**src/rtl/halt_trap_consts.svh**
```systemverilog
`ifndef HALT_TRAP_CONSTS_SVH
`define HALT_TRAP_CONSTS_SVH

//----------------------------------------
// Reset values and port width
//----------------------------------------
`define HALT_TRAP_ENABLE_RST 1'b0
`define PORT_WIDTH           8
`define PORT_RST             8'h00
`define FLAG_RST             1'b0
`define CLK_PIN_HIGH         1'b1
`endif

```
**src/rtl/halt_trap_pkg.sv**
```systemverilog
package halt_trap_pkg;
	// Gray coded along run -> halt decode -> power-down -> wake
	typedef enum logic [1:0] {
		ST_RUN   = 2'b00,
		ST_HALT  = 2'b01,
		ST_DOWN  = 2'b11,
		ST_WAKE  = 2'b10
	} cpu_state_e;
endpackage

```
**src/rtl/halt_trap_and_clock_out_ctrl.sv**
```systemverilog
`timescale 1ns/1ps
`include "halt_trap_consts.svh"
module halt_trap_and_clock_out_ctrl
	import halt_trap_pkg::*;
(
	// Clock and reset
	input  wire logic                    clk,
	input  wire logic                    rst,
	input  wire logic                    clk_en,
	// CPU events
	input  wire logic                    halt_exec,
	input  wire logic                    cancel_req,
	input  wire logic                    trap_en_wr,
	input  wire logic                    trap_en_wdata,
	// Clock-out control bits
	input  wire logic                    clock_out_stop,
	input  wire logic                    clock_out_select,
	input  wire logic                    pin_dir,
	input  wire logic                    bus_cycle_end,
	input  wire logic                    bus_clk_level,
	// Standby modes and general port
	input  wire logic                    sw_standby,
	input  wire logic                    hw_standby,
	input  wire logic [`PORT_WIDTH-1:0]  port_out,
	input  wire logic [`PORT_WIDTH-1:0]  port_dir,
	// Outputs
	output logic                         halt_trap_enable,
	output logic                         power_down,
	output logic                         halt_exc_start,
	output logic                         cancel_exc_start,
	output logic                         clk_pin_o,
	output logic                         clk_pin_oe,
	output logic                         clk_setting_bad,
	output logic [`PORT_WIDTH-1:0]       port_pin_o,
	output logic [`PORT_WIDTH-1:0]       port_pin_oe
);

	//----------------------------------------
	// Halt / power-down sequencing
	//----------------------------------------
	cpu_state_e st_ff, nxt_st;
	logic       trap_ff, nxt_trap;
	logic       hexc_ff, nxt_hexc;
	logic       cexc_ff, nxt_cexc;
	logic       pd_ff, nxt_pd;

	// A cancel arriving with the halt is serviced first; power-down follows only with the trap disabled
	always_comb begin
		nxt_st   = st_ff;
		nxt_trap = trap_en_wr ? trap_en_wdata : trap_ff;
		nxt_hexc = 1'b0;
		nxt_cexc = 1'b0;
		unique case (st_ff)
			ST_RUN: begin
				if (cancel_req)
					nxt_cexc = 1'b1;
				if (halt_exec)
					nxt_st = ST_HALT;
			end
			ST_HALT: begin
				if (trap_ff) begin
					nxt_hexc = 1'b1;
					nxt_st   = ST_RUN;
				end else begin
					nxt_st = ST_DOWN;
				end
			end
			ST_DOWN: begin
				if (cancel_req)
					nxt_st = ST_WAKE;
			end
			ST_WAKE: begin
				nxt_cexc = 1'b1;
				nxt_st   = ST_RUN;
			end
		endcase
		nxt_pd = (nxt_st == ST_DOWN);
	end

	always_ff @(posedge clk or posedge rst) begin
		if (rst) begin
			st_ff   <= ST_RUN;
			trap_ff <= `HALT_TRAP_ENABLE_RST;
			hexc_ff <= `FLAG_RST;
			cexc_ff <= `FLAG_RST;
			pd_ff   <= `FLAG_RST;
		end else if (clk_en) begin
			st_ff   <= nxt_st;
			trap_ff <= nxt_trap;
			hexc_ff <= nxt_hexc;
			cexc_ff <= nxt_cexc;
			pd_ff   <= nxt_pd;
		end
	end

	assign halt_trap_enable = trap_ff;
	assign power_down       = pd_ff;
	assign halt_exc_start   = hexc_ff;
	assign cancel_exc_start = cexc_ff;

	//----------------------------------------
	// Clock output pin
	//----------------------------------------
	logic stopped_ff, nxt_stopped;
	logic po_ff, nxt_po;
	logic poe_ff, nxt_poe;
	logic bad_ff, nxt_bad;

	// Stop only takes hold at a bus cycle boundary to avoid a runt pulse
	always_comb begin
		nxt_stopped = stopped_ff;
		if (!clock_out_stop)
			nxt_stopped = 1'b0;
		else if (bus_cycle_end)
			nxt_stopped = 1'b1;
		nxt_bad = pin_dir && !clock_out_stop && clock_out_select;
		nxt_poe = pin_dir && !hw_standby;
		if (stopped_ff || sw_standby || nxt_bad)
			nxt_po = `CLK_PIN_HIGH;
		else
			nxt_po = bus_clk_level;
	end

	always_ff @(posedge clk or posedge rst) begin
		if (rst) begin
			stopped_ff <= `FLAG_RST;
			po_ff      <= `CLK_PIN_HIGH;
			poe_ff     <= `FLAG_RST;
			bad_ff     <= `FLAG_RST;
		end else if (clk_en) begin
			stopped_ff <= nxt_stopped;
			po_ff      <= nxt_po;
			poe_ff     <= nxt_poe;
			bad_ff     <= nxt_bad;
		end
	end

	assign clk_pin_o       = po_ff;
	assign clk_pin_oe      = poe_ff;
	assign clk_setting_bad = bad_ff;

	//----------------------------------------
	// General port hold in software standby
	//----------------------------------------
	logic [`PORT_WIDTH-1:0] pdat_ff, nxt_pdat;
	logic [`PORT_WIDTH-1:0] pdir_ff, nxt_pdir;

	// Held levels keep driving, so software standby does not save output current
	always_comb begin
		nxt_pdat = sw_standby ? pdat_ff : port_out;
		nxt_pdir = hw_standby ? {`PORT_WIDTH{1'b0}} : (sw_standby ? pdir_ff : port_dir);
	end

	always_ff @(posedge clk or posedge rst) begin
		if (rst) begin
			pdat_ff <= `PORT_RST;
			pdir_ff <= `PORT_RST;
		end else if (clk_en) begin
			pdat_ff <= nxt_pdat;
			pdir_ff <= nxt_pdir;
		end
	end

	assign port_pin_o  = pdat_ff;
	assign port_pin_oe = pdir_ff;

	//----------------------------------------
	// Checks
	//----------------------------------------
	chk_trap_halt_exc: assert property (@(posedge clk) disable iff (rst)
		clk_en && st_ff == ST_HALT && trap_ff |=> halt_exc_start && !power_down)
		else $error("halt exception not started with trap enabled");
	chk_notrap_down: assert property (@(posedge clk) disable iff (rst)
		clk_en && st_ff == ST_HALT && !trap_ff |=> power_down && !halt_exc_start)
		else $error("halt did not enter power-down");
	chk_cancel_wake: assert property (@(posedge clk) disable iff (rst)
		clk_en && st_ff == ST_DOWN && cancel_req ##1 clk_en |=> cancel_exc_start)
		else $error("cancel did not wake and start exception");
	chk_down_holds: assert property (@(posedge clk) disable iff (rst)
		power_down && clk_en && !cancel_req |=> power_down)
		else $error("power-down left without cancel");
	chk_reset_trap: assert property (@(posedge clk)
		$fell(rst) |-> !halt_trap_enable)
		else $error("trap enable not clear after reset");
	chk_dir_hiz: assert property (@(posedge clk) disable iff (rst)
		clk_en && !pin_dir |=> !clk_pin_oe)
		else $error("clock pin driven with direction 0");
	chk_stop_high: assert property (@(posedge clk) disable iff (rst)
		stopped_ff && clk_en |=> clk_pin_o)
		else $error("stopped clock output not high");
	chk_hw_standby: assert property (@(posedge clk) disable iff (rst)
		clk_en && hw_standby |=> !clk_pin_oe && port_pin_oe == '0)
		else $error("pins driven in hardware standby");
	chk_port_hold: assert property (@(posedge clk) disable iff (rst)
		clk_en && sw_standby |=> $stable(port_pin_o))
		else $error("port data changed in software standby");

	// Sequencing: halt is taken in the run state, a cancel raised with it is serviced first
	chk_halt_taken: assert property (@(posedge clk) disable iff (rst)
		clk_en && st_ff == ST_RUN && halt_exec |=> st_ff == ST_HALT)
		else $error("halt instruction not taken in run state");
	chk_notrap_no_exc: assert property (@(posedge clk) disable iff (rst)
		clk_en && !trap_ff |=> !halt_exc_start)
		else $error("halt exception started with trap disabled");
	chk_trap_write: assert property (@(posedge clk) disable iff (rst)
		clk_en && trap_en_wr |=> halt_trap_enable == $past(trap_en_wdata))
		else $error("trap enable write not applied");
	chk_cancel_first: assert property (@(posedge clk) disable iff (rst)
		clk_en && st_ff == ST_RUN && halt_exec && cancel_req && trap_ff && !trap_en_wr
		##1 clk_en |-> cancel_exc_start ##1 (halt_exc_start && !power_down))
		else $error("cancel before halt not followed by halt exception");

	// Clock pin: follows the bus clock, forced high when stopped, prohibited or in software standby
	chk_clk_follow: assert property (@(posedge clk) disable iff (rst)
		clk_en && pin_dir && !hw_standby && !sw_standby && !clock_out_stop
		&& !clock_out_select && !stopped_ff
		|=> clk_pin_oe && clk_pin_o == $past(bus_clk_level))
		else $error("clock pin does not follow the bus clock");
	chk_bad_setting: assert property (@(posedge clk) disable iff (rst)
		clk_en && pin_dir && !clock_out_stop && clock_out_select
		|=> clk_setting_bad && clk_pin_o)
		else $error("prohibited clock setting not flagged");
	chk_stop_boundary: assert property (@(posedge clk) disable iff (rst)
		clk_en && clock_out_stop && bus_cycle_end ##1 clk_en |=> clk_pin_o)
		else $error("clock output not high after stop at cycle end");
	chk_standby_high: assert property (@(posedge clk) disable iff (rst)
		clk_en && sw_standby |=> clk_pin_o)
		else $error("clock pin not high in software standby");
endmodule

```
**config.mk**
```make
export PLATFORM = sky130hd
export DESIGN_NAME = halt_trap_and_clock_out_ctrl
export DESIGN_NICKNAME = d
export VERILOG_FILES = /design/src/rtl/halt_trap_pkg.sv /design/src/rtl/halt_trap_and_clock_out_ctrl.sv
export VERILOG_INCLUDE_DIRS = /design/src /design/src/rtl
export SDC_FILE = /design/constraint.sdc
export NUM_CORES = 1
export LEC_CHECK = 0
export BUFFER_PORTS_ARGS = -buffer_cell sky130_fd_sc_hd__buf_4
export CAP_MARGIN = 0
export CORE_ASPECT_RATIO = 1.1
export CORE_MARGIN = 8
export CORE_UTILIZATION = 44
export CTS_CLUSTER_DIAMETER = 60
export DETAILED_ROUTE_END_ITERATION = 10
export PLACE_DENSITY_LB_ADDON = 0.1
export SETUP_SLACK_MARGIN = 0.05
export SLEW_MARGIN = 20
export SYNTH_ARGS = -nofsm -noshare
export SYNTH_HDL_FRONTEND = slang
export SYNTH_SLANG_ARGS = --single-unit
```
**constraint.sdc**
```tcl
create_clock -name clk -period 0.9 [get_ports clk]
set_input_delay 0.045 -clock clk [delete_from_list [all_inputs] [get_ports clk]]
set_output_delay 0.045 -clock clk [all_outputs]
set_load 0.01 [all_outputs]
```
==> reports/qor.yml, run 1 <==
syn-num-nets: 109
cp-start-kind: "flip-flop"
grtUsageTotal_pct: 15.9
whs_ns: 0.0134
max_freq_mhz: 959
cts_tree: "done"
grt_setup_unrepaired: "true"
cp.buffers_inverters: 1
grt_pass1_wl_um: 5350
crit_chain: "buf_6"
first_global_vias: 1101
wl_per_cell_um: 18.1
vias: 974
path_delay_family: "flip-flops"
synth-seq-area-share_pct: 61.0
diodes: 0
cts-root-buf: "clkbuf_4"
fin_util_pct: 88.3
clock_skew_ns: 0.00235
synth.distinct_cells: 23
slew_violations: 0
hold_violations: 0
path_class: "flip-flop to primary output"
maxCapViolations: 0
start_util_pct: 47.0
rows: 18
synth_warnings: 0
globalRouteOverflowTotal: 0
netlist_instances: 79
syn_area_um2: 1070
worst_setup_path_end_kind: "primary output"
place.gp.congestion: 0.827
die-area_um2: 4260
ios: 53
port_buffers: 52
ys_ff_latch: 26
htree_num_levels: 1
drc_errors: 0
first_pass_iters: 2
slew_headroom_pct: 76.9
vdd_ir_drop_max_uv: 1510
critPathMaxFanout: 2
cts_buffers: 3
drive_gt1_share_pct: 54.8
dpl.hpwl_um: 2130
setup_violations: 22
cts.sink_count: 26
worst_slew_pin_slew_ns: 0.345
die_h_um: 67.7
grt_max_degree: 27
slowest_delay_ns: 0.58
crit_arrival_ns: 1.00
clock_latency_ns: 0.32
antenna_found_initial: 0
drtIter0Drc: 33
core-area_um2: 2270
slowest_stage: "dfstp_2"
violations: "negative setup slack"
hp-class: "primary input to flip-flop"
powerDensity_nw_per_um2: 1760
cts_max_path_buffers: 2
clk_pin_slew_ns: 0.14
status: "finished, violations left"
avgViaCountPerCell: 4.92
fill_cells: 101
fin_nets: 199
p_leak_nw: 0.982
period_needed_ns: 1.04
fin_ws_ns: -0.142
antenna_left: 0
timing.final.crit_share_pct: 116
synth.avg_cell_area_um2: 13.5
die_w_um: 63.0
area_growth_pct: 87.9
cp_data_required_time_ns: 0.85
wl_um: 3580
worst register-to-register path, stage by stage, from the launching register on:
cell and delay, ns:
dfrtp_2 0.49, mux2i_2 0.17, a22o_1 0.20
Yosys cell counts:
library cell	number	area, µm²
a31oi_1	1	6.26
o21ai_4	1	16.3
nor3_4	1	16.3
o31ai_1	1	7.51
nand2_1	7	26.3
dfstp_2	1	26.3
nand2b_1	1	6.26
a32o_2	1	11.3
nand3_1	1	5.00
o21ai_0	3	15.0
inv_6	1	8.76
mux2i_1	1	10.0
inv_2	1	3.75
dfrtp_1	25	626
o2bb2ai_1	2	17.5
buf_6	2	22.5
nor2_1	4	15.0
mux2_2	9	101
o21a_1	1	7.51
nor2_8	1	20.0
inv_1	3	11.3
a21oi_1	2	10.0
a22o_1	9	78.8
per-stage QoR:
stage                     std cells  setup TNS, ns  setup slack [ns]  cell area [µm²]  total power, W
after global placement          163              0            0.0421             1520         0.00227
after CTS                       196         -0.417            -0.145             1930         0.00337
after global routing            198          -1.47            -0.170             2010         0.00371
after floorplan                  79              0            0.0627             1070         0.00187
after detailed placement        163              0           0.00649             1520         0.00231
final                           198         -0.473            -0.142             2010         0.00354
cell type report:
| cell class | count | area [µm²] | share of cell area, % |
|---|---|---|---|
| clock buffers | 3 | 22.5 | 1.12 |
| inverters | 5 | 23.8 | 1.18 |
| multi-input cells | 46 | 415 | 20.7 |
| clock inverters | 1 | 30.0 | 1.50 |
| well taps | 30 | 37.5 | 1.87 |
| flip-flops and latches | 26 | 653 | 32.5 |
| repair buffers | 87 | 826 | 41.1 |
kinds of logic (layout without fill, tap and decap cells):
family | Yosys count | count (layout) | synth area share (%)
AO/OA/AOI/OAI | 21 | 21 | 15.9
buffers and inverters | 7 | 96 | 4.33
flip-flops | 26 | 26 | 61.0
multiplexers | 10 | 10 | 10.4
AND/OR/NAND/NOR | 15 | 15 | 8.31
per-layer routing:
metal	wire length [µm]	global-route usage, %
met5	0	0
met4	10	3.42
met3	160	4.47
met2	2040	32.4
met1	1370	15.6
worst paths after layout:
check / slack [ns] / cells past startpoint / end / from
min: 0.01 / 3 / stopped_ff / clock_out_stop
max: -0.14 / 1 / clk_pin_o / clk_pin_o
min in group asynchronous: 0.31 / 4 / port_pin_o[1] / rst
min reg2reg: 0.52 / 2 / clk_pin_o / clk_pin_o
max reg2reg: -0.05 / 2 / st_ff[0] / st_ff[0]
max in group asynchronous: 0.36 / 4 / clk_pin_o / rst
power breakdown:
part / internal (W) / switching [W] / total, W
Sequential: 0.00136 / 0.000193 / 0.00156
Combinational: 0.000750 / 0.000434 / 0.00118
Clock: 0.000450 / 0.000346 / 0.000796
Total: 0.00256 / 0.000973 / 0.00354
cell usage in the layout, fill, tap and decap left out, types with 2 or more instances in the layout:
cell	instances
a22o_1	9
clkbuf_4	3
nand2_1	6
a21oi_1	2
buf_6	28
mux2_2	7
o21ai_0	2
buf_4	36
dfrtp_1	24
dlygate4sd3_1	22
inv_1	3
mux2_4	2
nor2_1	4
what timing repair did:
item	in CTS	in global routing
pin swaps	1	6
resized for setup	25	14
hold endpoints to repair	46	1
setup endpoints to repair	25	35
hold buffers	21	1
gates cloned	0	0
setup buffers	8	1
(Power assumes the default switching activity.)
==> inputs of run 2 (changes only) <==
- TNS_END_PERCENT: unset -> 50
==> reports/qor.yml, run 2 (synthesis results as in run 1) <==
grtUsageTotal_pct: 15.0
drtIter0Drc: 28
powerDensity_nw_per_um2: 1730
clock_skew_ns: 0.000944
fin_util_pct: 85.7
wl_met2_um: 1900
vdd_ir_drop_max_uv: 1470
maxCapViolations: 0
drc_errors: 0
core-area_um2: 2270
die-area_um2: 4260
slowest_delay_ns: 0.58
dr.max_layer_used: "met4"
drt-met1-wl_um: 1200
critPathMaxFanout: 2
ff2ff_path_depth: 3
cts_buffers: 3
vias: 955
place_ws_ns: 0.00649
min_from: "clock_out_stop"
startpoint: "clk_pin_o"
r2r_start: "st_ff[1]"
grt_setup_unrepaired: "true"
cts.sink_count: 26
worst_setup_path_end_kind: "primary output"
r2r_end: "st_ff[0]"
clk_pin_slew_ns: 0.14
max_freq_mhz: 958
first_global_vias: 1058
grt_pass1_wl_um: 5090
final_common_cell: "buf_4"
cp-start-kind: "flip-flop"
antenna_left: 0
ios: 53
area_growth_pct: 82.4
p_total_w: 0.00338
cts-root-buf: "clkbuf_4"
hp-class: "primary input to flip-flop"
final_cell_mix: "buf_4, dfrtp_1, buf_6, dlygate4sd3_1, a22o_1"
slew_violations: 0
start_util_pct: 47.0
wl_um: 3270
wl_per_cell_um: 16.8
avgViaCountPerCell: 4.90
crit_chain: "buf_6"
status: "finished, violations left"
first_pass_iters: 6
r2r_slack_ns: -0.02
worst_slew_pin_slew_ns: 0.326
rows: 18
die_h_um: 67.7
die_w_um: 63.0
antenna_found_initial: 0
dpl.hpwl_um: 2130
diodes: 0
setup_violations: 16
place.gp.congestion: 0.827
fin_nets: 196
drive_gt1_share_pct: 52.7
path_class: "flip-flop to primary output"
p_leak_nw: 0.956
clock_latency_ns: 0.32
cts_max_path_buffers: 2
period_needed_ns: 1.04
fill_cells: 111
htree_num_levels: 1
tns_ns: -0.297
path_delay_family: "flip-flops"
cp_data_required_time_ns: 0.85
cp.depth: 1
slowest_stage: "dfstp_2"
grt_max_degree: 27
port_buffers: 52
globalRouteOverflowTotal: 0
violations: "negative setup slack"
crit_path_end: "clk_pin_o"
crit_arrival_ns: 1.00
met3WireLength_um: 160
cp.buffers_inverters: 1
fin_ws_ns: -0.144
timing.final.crit_share_pct: 116
cts_tree: "done"
hold_path_depth: 3
slew_headroom_pct: 78.2
hold_violations: 0
run 2: changes by cell type in the layout (fill, tap and decap cells not counted), sizes merged:
cell,delta
buf,-3
run 2: area by class of cell:
type,count,area (µm²),area share [%]
repair buffers,84,788,40.4
flip-flops and latches,26,653,33.5
multi-input cells,46,394,20.2
well taps,30,37.5,1.93
clock inverters,1,30.0,1.54
inverters,5,23.8,1.22
clock buffers,3,22.5,1.16
run 2: what timing repair did:
action	4_1_cts	5_1_grt
hold endpoints to repair	46	1
buffers inserted	3	3
hold buffers	21	1
gates resized for setup	24	7
setup endpoints to repair	25	31
pin swaps	0	3
run 2: through the flow:
stage	cells	hold slack [ns]	area (µm²)
global placement	163	0.0964	1520
CTS	191	0.000531	1890
floorplan	79	0.0843	1070
detailed placement	163	0.114	1520
global route	195	0.0295	1950
finish	195	0.0131	1950
run 2: tightest hold or removal path, stage by stage:
cell	delay, ns
buf_4	0.11
inv_1	0.08
a21oi_1	0.07
run 2: routing by layer:
metal | track usage [%] | vias to the layer above
met2 | 29.6 | 26
li1 | - | 457
met5 | 0 | -
met3 | 4.64 | 2
met4 | 3.42 | 0
met1 | 15.3 | 470
run 2: where the power goes:
part | internal, W | leakage (nW) | switching (W)
Clock | 0.000450 | 0.0279 | 0.000340
Combinational | 0.000672 | 0.605 | 0.000384
Sequential | 0.00136 | 0.324 | 0.000171
run 2: how the worst min path moves through the flow:
stage | endpoint | slack (ns)
floorplan | cancel_exc_start | 0.08
global placement | port_pin_o[4] | 0.1
detailed placement | clk_setting_bad | 0.11
CTS | clk_pin_o | 0.0005
global route | stopped_ff | 0.03
finish | stopped_ff | 0.01
==> inputs of run 3 (changes only) <==
- CORE_MARGIN: 8 -> 2
==> reports/qor.yml, run 3 (synthesis results as in run 1) <==
status: "finished, violations left"
violations: "negative setup slack"
grt_pass1_wl_um: 4710
cp-start-kind: "flip-flop"
grtUsageTotal_pct: 21.8
ff2ff_path_depth: 2
final_common_cell: "buf_4"
cts_tree: "done"
timing.final.crit_share_pct: 116
hold_violations: 0
core-area_um2: 2270
clock_latency_ns: 0.33
place.gp.congestion: 0.797
max_freq_mhz: 957
r2r_slack_ns: -0.01
area_growth_pct: 83.8
cts-root-buf: "clkbuf_4"
cp_data_required_time_ns: 0.85
cts_buffers: 3
fill_cells: 126
dpl.hpwl_um: 1760
start_util_pct: 47.0
diodes: 0
first_global_vias: 1023
fin_nets: 199
port_buffers: 52
critPathMaxFanout: 2
die_h_um: 55.7
whs_ns: 0.00332
cts.sink_count: 26
hp-class: "primary input to flip-flop"
maxCapViolations: 0
globalRouteOverflowTotal: 0
slowest_stage: "dfstp_2"
hold_path_depth: 3
crit_arrival_ns: 1.00
crit_chain: "buf_6"
slew_headroom_pct: 77.7
drc_errors: 0
p_leak_nw: 0.970
die_w_um: 51.0
ios: 53
antenna_left: 0
vdd_ir_drop_max_uv: 1630
rows: 18
htree_num_levels: 1
grt_max_degree: 27
die-area_um2: 2840
slew_violations: 0
setup_violations: 26
tns_ns: -0.697
fin_util_pct: 86.4
fin_ws_ns: -0.145
r2r_start: "halt_trap_enable"
grt_setup_unrepaired: "true"
clock_skew_ns: 0.0120
slowest_delay_ns: 0.58
vias: 976
r2r_end: "halt_trap_enable"
cp.buffers_inverters: 1
period_needed_ns: 1.04
place_area_um2: 1520
drive_gt1_share_pct: 51.8
path_class: "flip-flop to primary output"
drtIter0Drc: 14
path_delay_family: "flip-flops"
final_cell_mix: "buf_4, dfrtp_1, buf_6, dlygate4sd3_1, a22o_1"
worst_slew_pin_slew_ns: 0.334
avgViaCountPerCell: 4.93
min_from: "bus_cycle_end"
min_to: "stopped_ff"
final_cell_area_um2: 1960
cts_max_path_buffers: 2
clk_pin_slew_ns: 0.14
wl_per_cell_um: 14.8
first_pass_iters: 4
antenna_found_initial: 0
wl_um: 2920
powerDensity_nw_per_um2: 1720
worst_setup_path_end_kind: "primary output"
run 3: per-stage QoR:
step                power, W  setup WS, ns  instances
floorplan            0.00187        0.0627         79
global placement     0.00226        0.0468        163
detailed placement   0.00228        0.0178        163
CTS                  0.00330        -0.147        193
global route         0.00355        -0.184        198
finish               0.00338        -0.145        198
run 3: cell type report:
| cell class | instances | area, µm² | share of cell area (%) |
|---|---|---|---|
| Inverter | 5 | 23.8 | 1.21 |
| Clock inverter | 1 | 30.0 | 1.53 |
| Multi-Input combinational cell | 46 | 385 | 19.6 |
| Sequential cell | 26 | 652 | 33.2 |
| Clock buffer | 3 | 22.5 | 1.15 |
| Timing Repair Buffer | 87 | 813 | 41.4 |
| Tap cell | 30 | 37.5 | 1.91 |
run 3: routing by layer:
metal | part of all wire (%) | vias to the layer above | wire (µm) | global-route usage [%]
met1 | 38 | 471 | 1120 | 25.8
li1 | - | 462 | - | -
met4 | 1.3 | 0 | 38 | 6.18
met5 | 0 | - | 0 | 0
met2 | 55 | 39 | 1620 | 39.1
met3 | 5.1 | 4 | 148 | 4.30
run 3: how the worst max path moves through the flow:
stage	from	endpoint	slack, ns	cells past startpoint
3_3_place_gp	clk_en	port_pin_o[7]	0.05	4
6_report	clk_pin_o	clk_pin_o	-0.14	1
2_1_floorplan	st_ff[0]	st_ff[0]	0.06	2
4_1_cts	clk_pin_o	clk_pin_o	-0.15	1
5_1_grt	clk_pin_o	clk_pin_o	-0.18	1
3_5_place_dp	clk_en	port_pin_o[3]	0.02	4
run 3: timing repair:
action | CTS | global route
setup endpoints to repair | 24 | 32
pin swaps | 1 | 2
hold buffers | 23 | 0
hold endpoints to repair | 47 | 0
gates resized for setup | 23 | 7
setup buffers | 3 | 5
run 3: power breakdown:
group | internal (W) | leakage (nW) | switching, W
registers | 0.00136 | 0.325 | 0.000168
clock network | 0.000451 | 0.0279 | 0.000365
logic | 0.000666 | 0.617 | 0.000367
total | 0.00248 | 0.970 | 0.000900
